`config.mk`:
```
export PLATFORM = sky130hd
export DESIGN_NAME = ref_select_pll_divider_cfg
export DESIGN_NICKNAME = d
export VERILOG_FILES = /design/src/pkg/refsel_pkg.sv /design/src/rtl/ref_select_pll_divider_cfg.sv /design/src/rtl/refsel_reg_word.sv /design/src/rtl/refsel_sync2.sv
export SDC_FILE = /design/constraint.sdc
export NUM_CORES = 1
export LEC_CHECK = 0
export BUFFER_PORTS_ARGS = -buffer_cell sky130_fd_sc_hd__buf_2
export CORE_MARGIN = 4
export CORE_UTILIZATION = 46
export CTS_CLUSTER_DIAMETER = 200
export DETAILED_ROUTE_END_ITERATION = 8
export PLACE_DENSITY = 0.72
export SKIP_CTS_REPAIR_TIMING = 1
export SYNTH_ARGS = -nofsm -noshare
export SYNTH_HDL_FRONTEND = slang
export SYNTH_SLANG_ARGS = --single-unit
export TNS_END_PERCENT = 10
```
`constraint.sdc`:
```
create_clock -name clk -period 7.5 [get_ports clk]
set_input_delay 0.375 -clock clk [delete_from_list [all_inputs] [get_ports clk]]
set_output_delay 0.375 -clock clk [all_outputs]
set_load 0.02 [all_outputs]
```
`src/pkg/refsel_pkg.sv`:
```
// Package: register map, field layouts, limits and shared types
package refsel_pkg;

    // Register byte offsets (AXI4-Lite, one aligned word each)
    localparam logic [7:0] OFF_REFSEL = 8'h00;   // Selection mode, sync mux
    localparam logic [7:0] OFF_PREDIV = 8'h04;   // Predividers 0..2
    localparam logic [7:0] OFF_L1REF = 8'h08;    // Loop 1 reference counter
    localparam logic [7:0] OFF_L1FB = 8'h0c;     // Loop 1 feedback counter
    localparam logic [7:0] OFF_L2REF = 8'h10;    // Loop 2 reference counter
    localparam logic [7:0] OFF_L2FB = 8'h14;     // Loop 2 feedback counter
    localparam logic [7:0] OFF_L2DIV = 8'h18;    // Prescaler, VCO div, doubler
    localparam logic [7:0] OFF_PUMP = 8'h1c;     // Pump gain, polarity, tri
    localparam logic [7:0] OFF_STATUS = 8'h20;   // Active ref, errors, sync

    // Field positions
    localparam int MODE_LSB = 0;      // 3-bit selection mode
    localparam int SMUX_LSB = 4;      // 3-bit sync pin source
    localparam int SYNCGO_BIT = 8;    // Software sync request
    localparam int SYNC_CLR_BIT = 9;  // Write 1 clears the reserved flag
    localparam int L2P_LSB = 0;       // 4-bit prescaler
    localparam int VDIV_LSB = 4;      // 4-bit VCO divider
    localparam int DBL_BIT = 8;       // Reference doubler enable
    localparam int G1_LSB = 0;        // Loop 1 gain code
    localparam int POL1_BIT = 2;
    localparam int TRI1_BIT = 3;
    localparam int G2_LSB = 4;        // Loop 2 gain code
    localparam int POL2_BIT = 6;
    localparam int TRI2_BIT = 7;

    // Modes and codes
    localparam logic [2:0] MODE_PIN = 3'h3;     // Direct pin select
    localparam logic [2:0] MODE_EVENT = 3'h6;   // Pins sampled on switch
    localparam logic [2:0] SMUX_OUT_LO = 3'h3;  // Output range start
    localparam logic [2:0] SMUX_OUT_HI = 3'h6;  // Output range end

    // Divider limits
    localparam logic [13:0] L1_MAX = 14'h3fff;   // 16383
    localparam logic [11:0] L2R_MAX = 12'hfff;   // 4095
    localparam logic [17:0] L2N_MAX = 18'h3ffff; // 262143
    localparam logic [3:0] DIV_MIN = 4'h2;
    localparam logic [3:0] DIV_MAX = 4'h8;

    // Reset values
    localparam logic [31:0] RST_REFSEL = 32'h0000_0000;
    localparam logic [31:0] RST_PREDIV = 32'h0000_0111;
    localparam logic [31:0] RST_ONE = 32'h0000_0001;
    localparam logic [31:0] RST_L2DIV = 32'h0000_0022;
    localparam logic [31:0] RST_PUMP = 32'h0000_0000;

    // Sync pulse stretch length in clocks
    localparam logic [3:0] SYNC_PULSE_CYC = 4'h8;

    // Reference choice
    typedef enum logic [1:0] {REF_IN0, REF_IN1, REF_IN2, REF_HOLD} ref_e;

    // Pump setting bundle for one loop
    typedef struct packed {
        logic [1:0] gain;
        logic polarity;
        logic tristate;
    } pump_s;

endpackage

```
`src/rtl/ref_select_pll_divider_cfg.sv`:
```
`timescale 1ns/10ps
// Reference select, sync pin and loop divider configuration registers

module ref_select_pll_divider_cfg (
    input wire logic clk,
    input wire logic rst_n,
    // AXI4-Lite slave
    input wire logic [7:0] s_axi_awaddr,
    input wire logic s_axi_awvalid,
    output logic s_axi_awready,
    input wire logic [31:0] s_axi_wdata,
    input wire logic [3:0] s_axi_wstrb,
    input wire logic s_axi_wvalid,
    output logic s_axi_wready,
    output logic [1:0] s_axi_bresp,
    output logic s_axi_bvalid,
    input wire logic s_axi_bready,
    input wire logic [7:0] s_axi_araddr,
    input wire logic s_axi_arvalid,
    output logic s_axi_arready,
    output logic [31:0] s_axi_rdata,
    output logic [1:0] s_axi_rresp,
    output logic s_axi_rvalid,
    input wire logic s_axi_rready,
    // Pins
    input wire logic ref_select_pin_lo,
    input wire logic ref_select_pin_hi,
    input wire logic switchEvent,
    input wire logic syncPinIn,
    output logic syncPinOut,
    output logic syncPinOe,
    input wire logic [3:0] statusSources,
    output logic syncOutputs,
    // Settings to the analog loops
    output logic [1:0] activeRef,
    output logic [1:0] ref_predivider,
    output logic [13:0] loop1_ref_counter,
    output logic [13:0] loop1_fb_counter,
    output logic [27:0] loop1_ref_total,
    output logic [11:0] loop2_ref_counter,
    output logic [17:0] loop2_fb_counter,
    output logic [3:0] loop2_prescaler,
    output logic [3:0] vcoDivider,
    output logic [25:0] loop2_fb_total,
    output logic loop2_ref_doubler_en,
    output refsel_pkg::pump_s loop1Pump,
    output refsel_pkg::pump_s loop2Pump
);

    ////////////////////////////////////////////////////////////////////////
    // Bus slave

    logic awHeld;            // Write address taken, awaiting data
    logic wHeld;             // Write data taken, awaiting address
    logic [7:0] awAddr;      // Captured write address
    logic [31:0] wData;      // Captured write data
    logic [3:0] wStrb;       // Captured strobes
    logic doWrite;           // One-cycle commit pulse
    logic [7:0] wrSel;       // Which word commits

    // Decode a word offset into its register index; 8 is the status word, 15 means unmapped
    function automatic logic [3:0] decode(input logic [7:0] a);
        unique case (a)
            refsel_pkg::OFF_REFSEL: decode = 4'h0;
            refsel_pkg::OFF_PREDIV: decode = 4'h1;
            refsel_pkg::OFF_L1REF: decode = 4'h2;
            refsel_pkg::OFF_L1FB: decode = 4'h3;
            refsel_pkg::OFF_L2REF: decode = 4'h4;
            refsel_pkg::OFF_L2FB: decode = 4'h5;
            refsel_pkg::OFF_L2DIV: decode = 4'h6;
            refsel_pkg::OFF_PUMP: decode = 4'h7;
            refsel_pkg::OFF_STATUS: decode = 4'h8;
            default: decode = 4'hf;
        endcase
    endfunction

    // Address and data channels taken in either order
    always_ff @(posedge clk or negedge rst_n) begin
        if (!rst_n) begin
            awHeld <= 1'b0;
            wHeld <= 1'b0;
            awAddr <= 8'h00;
            wData <= 32'h0000_0000;
            wStrb <= 4'h0;
        end else begin
            if (s_axi_awvalid && s_axi_awready) begin
                awHeld <= 1'b1;
                awAddr <= s_axi_awaddr;
            end else if (doWrite) begin
                awHeld <= 1'b0;
            end
            if (s_axi_wvalid && s_axi_wready) begin
                wHeld <= 1'b1;
                wData <= s_axi_wdata;
                wStrb <= s_axi_wstrb;
            end else if (doWrite) begin
                wHeld <= 1'b0;
            end
        end
    end

    assign doWrite = awHeld && wHeld && !s_axi_bvalid;

    // Ready only while the channel slot is empty and no answer pending
    always_ff @(posedge clk or negedge rst_n) begin
        if (!rst_n) begin
            s_axi_awready <= 1'b0;
            s_axi_wready <= 1'b0;
        end else begin
            s_axi_awready <= !awHeld && !(s_axi_awvalid && s_axi_awready)
                             && !s_axi_bvalid;
            s_axi_wready <= !wHeld && !(s_axi_wvalid && s_axi_wready)
                            && !s_axi_bvalid;
        end
    end

    // Write response, SLVERR for unmapped or read-only words
    always_ff @(posedge clk or negedge rst_n) begin
        if (!rst_n) begin
            s_axi_bvalid <= 1'b0;
            s_axi_bresp <= 2'h0;
        end else if (doWrite) begin
            s_axi_bvalid <= 1'b1;
            s_axi_bresp <= (decode(awAddr) < 4'h8) ? 2'h0 : 2'h2;
        end else if (s_axi_bready) begin
            s_axi_bvalid <= 1'b0;
        end
    end

    // Per-word write enables
    always_comb begin
        wrSel = 8'h00;
        if (doWrite && decode(awAddr) < 4'h8) begin
            wrSel[3'(decode(awAddr))] = 1'b1;
        end
    end

    ////////////////////////////////////////////////////////////////////////
    // Register words

    logic [31:0] regVal [8];   // Stored words
    logic [7:0] clampHit;      // Write clamped this cycle

    // Reset, minimum and maximum for each word
    localparam logic [31:0] RSTS [8] = '{refsel_pkg::RST_REFSEL,
        refsel_pkg::RST_PREDIV, refsel_pkg::RST_ONE, refsel_pkg::RST_ONE,
        refsel_pkg::RST_ONE, refsel_pkg::RST_ONE, refsel_pkg::RST_L2DIV,
        refsel_pkg::RST_PUMP};
    localparam logic [31:0] MINS [8] = '{32'h0, 32'h0, 32'h1, 32'h1,
        32'h1, 32'h1, 32'h0, 32'h0};
    localparam logic [31:0] MAXS [8] = '{32'h3ff, 32'hfff,
        {18'h0, refsel_pkg::L1_MAX}, {18'h0, refsel_pkg::L1_MAX},
        {20'h0, refsel_pkg::L2R_MAX}, {14'h0, refsel_pkg::L2N_MAX},
        32'h1ff, 32'hff};

    // counter words clamp to their ranges
    genvar g;
    generate
        for (g = 0; g < 8; g++) begin : gWord
            refsel_reg_word #(
                .RESET(RSTS[g]),
                .MINV(MINS[g]),
                .MAXV(MAXS[g])
            ) uWord (
                .clk(clk),
                .rst_n(rst_n),
                .wrEn(wrSel[g]),
                .wrData(wData),
                .wrStrb(wStrb),
                .value(regVal[g]),
                .clampHit(clampHit[g])
            );
        end
    endgenerate

    // Clamp a 4-bit divide field into 2..8
    function automatic logic [3:0] clampDiv(input logic [3:0] v);
        if (v < refsel_pkg::DIV_MIN) begin
            clampDiv = refsel_pkg::DIV_MIN;
        end else if (v > refsel_pkg::DIV_MAX) begin
            clampDiv = refsel_pkg::DIV_MAX;
        end else begin
            clampDiv = v;
        end
    endfunction

    logic [2:0] selMode;   // Reference selection mode
    logic [2:0] syncMux;   // Sync pin source selector
    assign selMode = regVal[0][refsel_pkg::MODE_LSB +: 3];
    assign syncMux = regVal[0][refsel_pkg::SMUX_LSB +: 3];

    ////////////////////////////////////////////////////////////////////////
    // Pin synchronisers

    logic [3:0] pinsSync;   // hi, lo, switch event, sync pin
    refsel_sync2 #(.W(4)) uPinSync (
        .clk(clk),
        .rst_n(rst_n),
        .din({ref_select_pin_hi, ref_select_pin_lo, switchEvent, syncPinIn}),
        .dout(pinsSync)
    );

    logic switchPrev;  // Edge detect on synchronised switch event
    logic syncPrev;    // Edge detect on synchronised sync level
    logic reservedHit; // Event-mode sample found both pins low

    ////////////////////////////////////////////////////////////////////////
    // Reference selection

    // Choose active reference by mode
    always_ff @(posedge clk or negedge rst_n) begin
        if (!rst_n) begin
            activeRef <= refsel_pkg::REF_IN0;
            switchPrev <= 1'b0;
            reservedHit <= 1'b0;
        end else begin
            switchPrev <= pinsSync[1];
            if (selMode == refsel_pkg::MODE_PIN) begin
                // direct pin select, 11 means holdover
                activeRef <= pinsSync[3:2];
            end else if (selMode == refsel_pkg::MODE_EVENT
                         && pinsSync[1] && !switchPrev) begin
                // sample only on switch event, 00 reserved
                if (pinsSync[2]) begin
                    activeRef <= refsel_pkg::REF_IN0;
                end else if (pinsSync[3]) begin
                    activeRef <= refsel_pkg::REF_IN1;
                end else begin
                    reservedHit <= 1'b1;
                end
            end
            // Software clear loses to a new reserved sample
            if (wrSel[0] && wData[refsel_pkg::SYNC_CLR_BIT]) begin
                reservedHit <= (selMode == refsel_pkg::MODE_EVENT
                    && pinsSync[1] && !switchPrev && pinsSync[3:2] == 2'b00);
            end
        end
    end

    ////////////////////////////////////////////////////////////////////////
    // Sync pin

    logic [3:0] syncCnt;  // Sync pulse stretch counter
    logic syncGo;         // Sync trigger this cycle

    // Input sync edge or software request, only while pin is an input
    assign syncGo = (syncMux < refsel_pkg::SMUX_OUT_LO
                     || syncMux > refsel_pkg::SMUX_OUT_HI)
                    && ((pinsSync[0] && !syncPrev)
                        || (wrSel[0] && wData[refsel_pkg::SYNCGO_BIT]));

    // stretched sync pulse aligns the chosen outputs
    always_ff @(posedge clk or negedge rst_n) begin
        if (!rst_n) begin
            syncPrev <= 1'b0;
            syncCnt <= 4'h0;
            syncOutputs <= 1'b0;
        end else begin
            syncPrev <= pinsSync[0];
            if (syncGo) begin
                syncCnt <= refsel_pkg::SYNC_PULSE_CYC;
                syncOutputs <= 1'b1;
            end else if (syncCnt != 4'h0) begin
                syncCnt <= syncCnt - 4'h1;
                syncOutputs <= (syncCnt != 4'h1);
            end
        end
    end

    // selector 3..6 turns the pin into a status output
    always_ff @(posedge clk or negedge rst_n) begin
        if (!rst_n) begin
            syncPinOe <= 1'b0;
            syncPinOut <= 1'b0;
        end else begin
            syncPinOe <= syncMux >= refsel_pkg::SMUX_OUT_LO
                         && syncMux <= refsel_pkg::SMUX_OUT_HI;
            syncPinOut <= (syncMux >= refsel_pkg::SMUX_OUT_LO
                           && syncMux <= refsel_pkg::SMUX_OUT_HI)
                ? statusSources[2'(syncMux - refsel_pkg::SMUX_OUT_LO)]
                : 1'b0;
        end
    end

    ////////////////////////////////////////////////////////////////////////
    // Loop settings

    logic [3:0] prediv;  // Predivider of the active input

    always_comb begin
        unique case (activeRef)
            refsel_pkg::REF_IN0: prediv = regVal[1][3:0];
            refsel_pkg::REF_IN1: prediv = regVal[1][7:4];
            default: prediv = regVal[1][11:8];
        endcase
    end

    // Settings and derived division totals
    always_ff @(posedge clk or negedge rst_n) begin
        if (!rst_n) begin
            ref_predivider <= 2'h1;
            loop1_ref_counter <= 14'h1;
            loop1_fb_counter <= 14'h1;
            loop1_ref_total <= 28'h1;
            loop2_ref_counter <= 12'h1;
            loop2_fb_counter <= 18'h1;
            loop2_prescaler <= refsel_pkg::DIV_MIN;
            vcoDivider <= refsel_pkg::DIV_MIN;
            loop2_fb_total <= 26'h4;
            loop2_ref_doubler_en <= 1'b0;
        end else begin
            ref_predivider <= prediv[1:0];
            // loop 1 counters from clamped words
            loop1_ref_counter <= regVal[2][13:0];
            loop1_fb_counter <= regVal[3][13:0];
            // detector divides by counter times predivider
            loop1_ref_total <= regVal[2][13:0] * {12'h0, prediv[1:0]};
            loop2_ref_counter <= regVal[4][11:0];
            loop2_fb_counter <= regVal[5][17:0];
            loop2_prescaler <= clampDiv(regVal[6][refsel_pkg::L2P_LSB +: 4]);
            vcoDivider <= clampDiv(regVal[6][refsel_pkg::VDIV_LSB +: 4]);
            // total feedback is VCO div * prescaler * counter
            loop2_fb_total <= 26'(clampDiv(regVal[6][7:4])
                * clampDiv(regVal[6][3:0]) * regVal[5][17:0]);
            // doubler bit, 1 doubles the reference
            loop2_ref_doubler_en <= regVal[6][refsel_pkg::DBL_BIT];
        end
    end

    // gain codes, polarity and tristate for both loops
    always_ff @(posedge clk or negedge rst_n) begin
        if (!rst_n) begin
            loop1Pump <= '0;
            loop2Pump <= '0;
        end else begin
            loop1Pump <= {regVal[7][refsel_pkg::G1_LSB +: 2],
                regVal[7][refsel_pkg::POL1_BIT],
                regVal[7][refsel_pkg::TRI1_BIT]};
            loop2Pump <= {regVal[7][refsel_pkg::G2_LSB +: 2],
                regVal[7][refsel_pkg::POL2_BIT],
                regVal[7][refsel_pkg::TRI2_BIT]};
        end
    end

    ////////////////////////////////////////////////////////////////////////
    // Read channel

    logic [31:0] statusWord;  // Block state seen by software
    assign statusWord = {22'h0, |clampHit, reservedHit, syncOutputs,
                         syncPinOe, 2'h0, activeRef, 2'h0};

    // One read at a time, answer two cycles after address
    always_ff @(posedge clk or negedge rst_n) begin
        if (!rst_n) begin
            s_axi_arready <= 1'b0;
            s_axi_rvalid <= 1'b0;
            s_axi_rdata <= 32'h0000_0000;
            s_axi_rresp <= 2'h0;
        end else begin
            s_axi_arready <= !s_axi_rvalid && !s_axi_arready
                             && s_axi_arvalid;
            if (s_axi_arvalid && s_axi_arready) begin
                s_axi_rvalid <= 1'b1;
                s_axi_rresp <= (decode(s_axi_araddr) == 4'hf) ? 2'h2 : 2'h0;
                if (decode(s_axi_araddr) == 4'h8) begin
                    s_axi_rdata <= statusWord;
                end else if (decode(s_axi_araddr) < 4'h8) begin
                    s_axi_rdata <= regVal[3'(decode(s_axi_araddr))];
                end else begin
                    s_axi_rdata <= 32'h0000_0000;
                end
            end else if (s_axi_rready) begin
                s_axi_rvalid <= 1'b0;
            end
        end
    end

endmodule

```
`src/rtl/refsel_reg_word.sv`:
```
`timescale 1ns/10ps
// One software register word with clamped write of a divide value
module refsel_reg_word #(
    parameter logic [31:0] RESET = 32'h0000_0000,
    parameter logic [31:0] MINV = 32'h0000_0000,
    parameter logic [31:0] MAXV = 32'hffff_ffff
) (
    input wire logic clk,
    input wire logic rst_n,
    input wire logic wrEn,
    input wire logic [31:0] wrData,
    input wire logic [3:0] wrStrb,
    output logic [31:0] value,
    output logic clampHit
);
    logic [31:0] merged;  // Old word with strobed bytes replaced

    // Byte merge by strobe
    always_comb begin
        for (int i = 0; i < 4; i++) begin
            merged[i*8 +: 8] = wrStrb[i] ? wrData[i*8 +: 8] : value[i*8 +: 8];
        end
    end

    // Store, holding the value within its legal range
    always_ff @(posedge clk or negedge rst_n) begin
        if (!rst_n) begin
            value <= RESET;
            clampHit <= 1'b0;
        end else if (wrEn) begin
            // Out-of-range writes clamp rather than fault the loop
            if (merged < MINV) begin
                value <= MINV;
                clampHit <= 1'b1;
            end else if (merged > MAXV) begin
                value <= MAXV;
                clampHit <= 1'b1;
            end else begin
                value <= merged;
                clampHit <= 1'b0;
            end
        end else begin
            clampHit <= 1'b0;
        end
    end
endmodule

```
`src/rtl/refsel_sync2.sv`:
```
`timescale 1ns/10ps
// Two-flop synchroniser for pin levels
module refsel_sync2 #(
    parameter int W = 1
) (
    input wire logic clk,
    input wire logic rst_n,
    input wire logic [W-1:0] din,
    output logic [W-1:0] dout
);
    logic [W-1:0] stage1;  // Read only by the second stage

    // Metastability filter
    always_ff @(posedge clk or negedge rst_n) begin
        if (!rst_n) begin
            stage1 <= '0;
            dout <= '0;
        end else begin
            stage1 <= din;
            dout <= stage1;
        end
    end
endmodule

```
==> reports/metrics.yaml, run 1 <==
hold_ws_ns: 0.00845
syn_area_per_cell_um2: 10.4
ant_nets: 0
cts_sinks: 488
drv_slew: 0
fmax_mhz: 138
grt.total_usage: 0.246
crit_top_cell: "fa_1"
synth-edff-count: 0
leakagePower_nw: 14.0
firstDrtPassIters: 8
synthTopCellsByCount: "dfrtp_1, nand2_1, and2_1"
async_reset_ff_frac: 1.00
end_kind: "register"
clock_latency_ns: 0.61
cpPeakStageDelay_ns: 0.60
yosys-top-cells-area: "dfrtp_1, fa_1, and2_1"
yosysUniqueCellTypes: 82
path_clk_slew_ns: 0.06
grt_pass1_wl_um: 115000
rsz0062_at_grt: "true"
slowest_stage: "fa_2"
worstHoldPathType: "primary input to register"
skew_ns: 0.0216
design.die.area_mm2: 0.0588
wl_per_cell_um: 21.9
clk_path_buf_depth: 3
rows: 85
drt-total-wl_um: 73500
synth.top_cell.area_share: 0.465
syn-instance-count: 2419
worst_slew_pin_slew_ns: 1.37
syn2layout_area_growth_pct: 14.8
power_density_mw_per_mm2: 293
final_nets: 2868
critPathKind: "register to register"
die_y_um: 242
path_max_fanout: 5
antenna_found_initial: 1
hold_violations: 0
ys.flop_type: "dfrtp_1"
routed_via_density: 5.86
min_period_over_period: 0.965
die_w_um: 242
grt_max_degree: 194
setup_viol: 0
max-cap-violations: 0
ys_warn_count: 0
numCtsBuffers: 52
slew_headroom: 0.0751
dp.final_hpwl_um: 52500
nFillCells: 4692
htreeDepth: 2
drt-initial-drc-count: 2011
grt_remaining_overflow: 0
yosysMostFrequentCell: "dfrtp_1"
cts_tree: "done"
synth-seq-cells: 488
coreArea_mm2: 0.0541
grt_pass1_vias: 19700
peakVddDrop_mv: 0.227
total_power_mw: 8.51
required_ns: 7.99
drc_errors: 0
crit_path_start_kind: "register"
ioPinCount: 244
cts-root-buf: "clkbuf_16"
start_util: 0.467
yosys.area.top_type: "dfrtp_1"
drive_gt1_frac: 0.176
vias: 19700
io_buffers: 229
status: "complete, no violations"
fin_crit_ns: 7.24
gp_congestion: 0.939
syn-cell-area_mm2: 0.0253
critPathArrivalTime_ns: 7.73
ys_seq_area_frac: 0.484
layer usage:
layer  up-vias  track usage  wire (um)
li1       8671            -          -
met1      9852        0.350      30500
met2       976        0.373      33300
met3       168       0.0512       7080
met4         0       0.0910       2550
met5         -            0          0
report_power, final:
part	switching, mW	leakage [nW]	total, mW	internal, mW
clock network	1.06	0.831	2.57	1.51
registers	0.650	6.58	3.76	3.11
logic	1.34	6.57	2.19	0.843
worst paths after layout:
| path | startpoint | endpoint | slack (ns) | cells past startpoint |
|---|---|---|---|---|
| max | gWord[6].uWord.value[1] | loop2_fb_total[24] | 0.26 | 27 |
| min | s_axi_wdata[24] | wData[24] | 0.008 | 2 |
| max reg2reg | gWord[6].uWord.value[1] | loop2_fb_total[24] | 0.26 | 27 |
| min reg2reg | uPinSync.stage1[2] | uPinSync.dout[2] | 0.35 | 0 |
| max in group asynchronous | rst_n | gWord[1].uWord.value[2] | 5.48 | 3 |
| min in group asynchronous | rst_n | loop2_fb_total[6] | 0.44 | 2 |
flip-flops by register name (all words and copies together), names as in the netlist, 2 cells and up:
signal / flops
wData: 32
ref_predivider: 2
wStrb: 4
gWord.uWord.clampHit: 8
uPinSync.stage1: 4
loop2_fb_total: 26
loop2_prescaler: 4
loop1_ref_total: 16
loop2_fb_counter: 18
loop2_ref_counter: 12
loop2Pump: 4
vcoDivider: 4
syncCnt: 4
s_axi_rdata: 32
awAddr: 8
loop1_ref_counter: 14
loop1_fb_counter: 14
activeRef: 2
loop1Pump: 4
uPinSync.dout: 4
gWord.uWord.value: 256
placed cells by master, fill, tap and decap left out, types with 17 or more instances in the layout:
cell type,n
o22ai_1,29
a22oi_1,66
fa_1,100
a2bb2oi_1,36
dfrtp_1,470
o21a_1,17
nor4_1,52
dfstp_2,18
nor2_1,98
buf_4,36
a21oi_1,129
nand3_1,17
o21ai_0,72
nor2b_1,89
mux2_2,45
ha_1,71
inv_1,165
nand2_1,239
xnor2_1,21
buf_2,228
clkbuf_16,52
nor3_1,49
and2_1,229
per-stage QoR:
step / cells / instance area, um2 / setup TNS, ns / setup slack, ns / util
finish: 3357 / 29000 / 0 / 0.265 / 0.536
global route: 3357 / 29000 / -0.262 / -0.0846 / 0.536
CTS: 3341 / 28700 / -0.409 / -0.145 / 0.531
detailed placement: 3250 / 27000 / -0.292 / -0.139 / 0.499
global placement: 3250 / 27000 / 0 / 0.0869 / 0.499
floorplan: 2432 / 25300 / 0 / 0.309 / -
layout make-up:
cell class,count,area [um2],area share
Antenna cell,1,2.50,0.0000862
Clock buffer,74,1480,0.0511
Clock inverter,17,209,0.00720
Inverter,168,631,0.0217
Multi-Input combinational cell,1636,12000,0.415
Sequential cell,488,12200,0.422
Tap cell,696,871,0.0300
Timing Repair Buffer,277,1560,0.0536
cell families (layout without fill, tap and decap cells):
| kind of cell | after synthesis | count (layout) | synth area share |
|---|---|---|---|
| flip-flops | 488 | 488 | 0.484 |
| multiplexers | 56 | 56 | 0.0259 |
| XOR/XNOR | 31 | 32 | 0.0107 |
| other | 1 | 15 | 0.000148 |
| buffers and inverters | 309 | 536 | 0.0485 |
| adder cells (fa/ha/maj) | 178 | 178 | 0.118 |
| AO/OA/AOI/OAI | 494 | 494 | 0.131 |
| AND/OR/NAND/NOR | 862 | 862 | 0.181 |
worst max-delay path: cells and delay by family (launching register included):
kind | cells | cell delay (ns)
buffers and inverters | 5 | 0.49
xor gates and xnor gates | 1 | 0.16
adders and majority gates | 8 | 3.66
DFF | 1 | 0.55
and+or+nand+nor | 5 | 0.86
AOI/OAI and AO/OA | 8 | 1.39
Note: power is estimated with default switching activity, not from simulation.
==> inputs of run 2 (changes only) <==
--- a/config.mk
+++ b/config.mk
@@ -10,7 +10,7 @@
 export CORE_UTILIZATION = 46
 export CTS_CLUSTER_DIAMETER = 200
 export DETAILED_ROUTE_END_ITERATION = 8
-export PLACE_DENSITY = 0.72
+export PLACE_DENSITY = 0.7
 export SKIP_CTS_REPAIR_TIMING = 1
 export SYNTH_ARGS = -nofsm -noshare
 export SYNTH_HDL_FRONTEND = slang
==> constraint.sdc (replaced) <==
create_clock -name clk -period 7.65 [get_ports clk]
set_input_delay 0.3825 -clock clk [delete_from_list [all_inputs] [get_ports clk]]
set_output_delay 0.3825 -clock clk [all_outputs]
set_load 0.02 [all_outputs]
==> reports/metrics.yaml, run 2 (synthesis gave the netlist of run 1 again) <==
clk_path_buf_depth: 3
final_nets: 2865
end_kind: "register"
path_max_fanout: 7
max-cap-violations: 0
drive_gt1_frac: 0.176
rrSetupSlack_ns: 0.20
design.die.area_mm2: 0.0588
violations: "negative hold slack"
critPathArrivalTime_ns: 7.94
hold_ws_ns: -0.0988
r2r_cells: 26
skew_ns: 0.0226
grt.total_usage: 0.244
rr_startpoint: "gWord[6].uWord.value[7]"
cts_tree: "done"
ant_nets: 0
clock_latency_ns: 0.61
regMostFlops: "gWord.uWord.value"
min_period_over_period: 0.974
largest_reg_flops: 256
final_common_cell: "dfrtp_1"
io_buffers: 229
worstHoldPathType: "primary input to async pin"
drc_errors: 0
die_w_um: 242
coreArea_mm2: 0.0541
grt_remaining_overflow: 0
final_util: 0.538
grt_max_degree: 195
die_y_um: 242
final_cell_area_mm2: 0.0291
syn2layout_area_growth_pct: 15.3
cts-root-buf: "clkbuf_16"
gp_congestion: 0.974
path_clk_slew_ns: 0.06
fmax_mhz: 134
dp.final_hpwl_um: 52300
ioPinCount: 244
nFillCells: 4664
drv_slew: 0
crit_path_start_kind: "register"
routed_via_density: 5.84
rows: 85
rsz0062_at_grt: "true"
vias: 19600
total_power_mw: 8.53
grt_pass1_wl_um: 114000
power_density_mw_per_mm2: 293
dp.cells: 3244
post_dp_cell_area_mm2: 0.0270
start_util: 0.467
layout_common_cells: "dfrtp_1, nand2_1, and2_1, buf_2, inv_1"
peakVddDrop_mv: 0.274
top_regs: "gWord.uWord.value: 256 flops, s_axi_rdata: 32 flops, wData: 32 flops"
hold_violations: 121
numCtsBuffers: 53
worst_slew_pin_slew_ns: 1.20
htreeDepth: 2
r2r-end: "loop2_fb_total[16]"
setup_viol: 0
final_cells: 3361
grt_pass1_vias: 19500
drt-initial-drc-count: 1834
antenna_found_initial: 3
critPathKind: "register to register"
cts_sinks: 488
slew_headroom: 0.196
required_ns: 8.13
fin_crit_ns: 7.45
drt-total-wl_um: 73000
leakagePower_nw: 14.0
status: "complete, but fails checks"
firstDrtPassIters: 7
wl_per_cell_um: 21.7
## run 2: changes by cell type in the layout (fill, tap and decap cells not counted), moves of 2 or more
| cell | before | now |
|---|---|---|
| inv_6 | 1 | 3 |
| o21ai_1 | 5 | 3 |
| bufinv_16 | 4 | 8 |
| buf_4 | 36 | 31 |
| diode_2 | 1 | 3 |
| clkinv_2 | 8 | 12 |
| clkbuf_1 | 12 | 7 |
| o21ai_0 | 72 | 74 |
## run 2: final cells by class
cell class / instances / area [um2] / area share
inverter: 168 / 631 / 0.0217
clock buffer: 70 / 1490 / 0.0512
timing repair buffer: 273 / 1540 / 0.0528
antenna: 3 / 7.51 / 0.000258
sequential: 488 / 12200 / 0.420
multi-input combinational: 1636 / 12000 / 0.412
tap: 696 / 871 / 0.0299
clock inverter: 27 / 360 / 0.0124
## run 2: stage by stage
stage / setup TNS [ns] / worst slack (ns) / hold slack [ns]
4_1_cts: -0.536 / -0.169 / -0.135
3_3_place_gp: 0 / 0.186 / 0.339
5_1_grt: -0.393 / -0.0970 / 0.0000894
6_report: 0 / 0.195 / -0.0988
2_1_floorplan: 0 / 0.459 / 0.0869
3_5_place_dp: -0.447 / -0.173 / 0.340
## run 2: power by group
part / switching (mW) / internal [mW] / total [mW]
clock: 1.08 / 1.64 / 2.72
sequential: 0.644 / 3.05 / 3.69
combinational: 1.31 / 0.815 / 2.12
## run 2: worst max path at each step
stage | startpoint | to | slack, ns
after CTS | gWord[6].uWord.value[7] | loop2_fb_total[22] | -0.17
after detailed placement | gWord[6].uWord.value[7] | loop2_fb_total[22] | -0.17
after floorplan | gWord[6].uWord.value[5] | loop2_fb_total[23] | 0.46
after global routing | gWord[6].uWord.value[7] | loop2_fb_total[24] | -0.1
after global placement | gWord[6].uWord.value[7] | loop2_fb_total[16] | 0.19
final | gWord[6].uWord.value[7] | loop2_fb_total[16] | 0.20
## run 2: critical path, cell delays in order (launching register included)
cell and delay, ns:
dfrtp_2 0.45, inv_1 0.11, o211a_1 0.19, nand2_1 0.10, fa_1 0.59, inv_1 0.07
fa_1 0.51, ha_1 0.33, a21o_1 0.17, a21oi_2 0.19, o21bai_1 0.11, a21oi_2 0.22
xnor2_2 0.17, and2_1 0.21, fa_1 0.54, inv_1 0.06, fa_1 0.50, fa_1 0.52
fa_1 0.54, inv_1 0.04, ha_1 0.36, o21a_1 0.14, o21ai_0 0.11, nor3b_2 0.50
a41oi_2 0.21, o21ba_2 0.26, xnor2_1 0.11
## run 2: metal layers
layer | GRT usage | part of all wire | vias to the layer above
li1 | - | - | 8647
met1 | 0.351 | 0.43 | 9859
met2 | 0.366 | 0.44 | 956
met3 | 0.0540 | 0.093 | 169
met4 | 0.0886 | 0.037 | 2
met5 | 0 | 0.00018 | -
==> inputs of run 3 (changes only) <==
--- a/config.mk
+++ b/config.mk
@@ -8,6 +8,7 @@
 export BUFFER_PORTS_ARGS = -buffer_cell sky130_fd_sc_hd__buf_2
 export CORE_MARGIN = 4
 export CORE_UTILIZATION = 46
+export CTS_BUF_LIST = sky130_fd_sc_hd__clkbuf_2 sky130_fd_sc_hd__clkbuf_4 sky130_fd_sc_hd__clkbuf_8
 export CTS_CLUSTER_DIAMETER = 200
 export DETAILED_ROUTE_END_ITERATION = 8
 export PLACE_DENSITY = 0.7
==> reports/metrics.yaml, run 3 (synthesis gave the netlist of run 1 again) <==
status: "complete, no violations"
firstDrtPassIters: 7
power_frac_clock: 0.304
start_util: 0.467
cts-root-buf: "clkbuf_8"
worst_slew_pin_slew_ns: 1.25
leakagePower_nw: 14.2
fmax_mhz: 135
drv_slew: 0
drc_errors: 0
design.die.area_mm2: 0.0588
max-cap-violations: 0
setup_viol: 0
syn2layout_area_growth_pct: 16.8
skew_ns: 0.0294
gp_congestion: 0.974
final_common_cell: "dfrtp_1"
required_ns: 8.18
grt_pass1_wl_um: 115000
min_period_over_period: 0.967
clk_path_buf_depth: 3
path_clk_slew_ns: 0.06
wl_per_cell_um: 21.5
top_regs: "gWord.uWord.value: 256 flops, s_axi_rdata: 32 flops, wData: 32 flops"
critPathArrivalTime_ns: 7.93
final_nets: 2937
sw_frac_of_total: 0.362
critPathKind: "register to register"
antenna_found_initial: 3
slew_headroom: 0.165
rsz0062_at_grt: "true"
crit_path_start_kind: "register"
sequentialPowerShare: 0.441
ioPinCount: 244
power_density_mw_per_mm2: 284
grt.total_usage: 0.246
vias: 20000
total_power_mw: 8.39
grt_max_degree: 195
largest_reg_flops: 256
cts_sinks: 488
routed_via_density: 5.81
finalSetupTns_ns: 0
clock_latency_ns: 0.68
layout_common_cells: "dfrtp_1, nand2_1, and2_1, buf_2, inv_1"
die_w_um: 242
end_kind: "register"
hold_violations: 0
cts_tree: "done"
rr_startpoint: "gWord[6].uWord.value[1]"
min_from: "s_axi_araddr[3]"
path_max_fanout: 10
numCtsBuffers: 83
rows: 85
dp.final_hpwl_um: 52300
drt-total-wl_um: 74300
fin_crit_ns: 7.40
pwr-share-comb: 0.255
p_sw_mw: 3.04
grt_remaining_overflow: 0
peakVddDrop_mv: 0.223
cp-startpoint: "gWord[6].uWord.value[1]"
htreeDepth: 3
regMostFlops: "gWord.uWord.value"
coreArea_mm2: 0.0541
ant_nets: 0
grt_pass1_vias: 19700
drive_gt1_frac: 0.190
worstHoldPathType: "primary input to register"
die_y_um: 242
drt-initial-drc-count: 1967
io_buffers: 229
internal_power_mw: 5.35
run 3: cell count changes in the layout (fill, tap and decap cells not counted), sizes merged:
| cell | change |
|---|---|
| buf | -1 |
| bufinv | -5 |
| clkbuf | +63 |
| clkinv | -4 |
| clkinvlp | -1 |
| diode | -1 |
| dlygate4sd3 | +43 |
| inv | -4 |
run 3: final timing paths:
| check | cells after the start | end | slack [ns] |
|---|---|---|---|
| worst max-delay path | 27 | loop2_fb_total[25] | 0.25 |
| worst min-delay path | 3 | s_axi_rdata[8] | 0.15 |
| worst max register to register | 27 | loop2_fb_total[25] | 0.25 |
| worst min register to register | 0 | uPinSync.dout[0] | 0.35 |
| max in group asynchronous | 3 | gWord[1].uWord.value[25] | 5.49 |
| min in group asynchronous | 2 | loop2_fb_total[4] | 0.41 |
run 3: layer usage:
layer,up-vias,part of all wire,global-route usage
li1,8799,-,-
met2,995,0.45,0.365
met3,193,0.092,0.0636
met5,-,0,0
met4,0,0.040,0.0944
met1,10100,0.42,0.348
run 3: layout make-up:
cell class	count	area [um2]
Timing Repair Buffer	315	1960
Sequential cell	488	12200
Multi-Input combinational cell	1636	12000
Antenna cell	2	5.00
Clock buffer	133	1670
Inverter	168	631
Clock inverter	13	145
Fill cell	4621	24600
Tap cell	696	871
run 3: through the flow:
step / util / hold slack [ns] / instance area [um2] / worst slack, ns / cells
floorplan: - / 0.0869 / 25300 / 0.459 / 2432
global placement: 0.499 / 0.339 / 27000 / 0.186 / 3244
detailed placement: 0.499 / 0.340 / 27000 / -0.173 / 3244
CTS: 0.532 / -0.232 / 28800 / -0.167 / 3390
global route: 0.545 / 0.121 / 29500 / -0.0238 / 3451
finish: 0.545 / 0.154 / 29500 / 0.249 / 3451
run 3: critical path: stages (launching register included):
cell      delay, ns
dfstp_2        0.56
inv_1          0.05
a21oi_1        0.21
nand2_1        0.11
fa_1           0.53
inv_1          0.07
fa_1           0.51
ha_1           0.31
a21o_1         0.16
a21oi_2        0.18
o21bai_1       0.10
a21oi_2        0.20
xnor2_2        0.17
buf_4          0.21
and2_1         0.17
fa_1           0.53
inv_1          0.06
fa_1           0.50
fa_1           0.52
fa_1           0.54
inv_1          0.04
ha_1           0.35
a21oi_2        0.20
o21ai_0        0.13
and2_1         0.21
nand2b_1       0.19
a211oi_1       0.27
o211ai_1       0.16
run 3: power by group through the flow:
stage          logic [mW]  registers (mW)  clock network [mW]
2_1_floorplan        1.30            3.55                   0
3_3_place_gp         2.03            3.69                   0
3_5_place_dp         2.08            3.71                   0
4_1_cts              2.08            3.67                2.60
5_1_grt              2.31            3.74                2.72
6_report             2.14            3.70                2.55
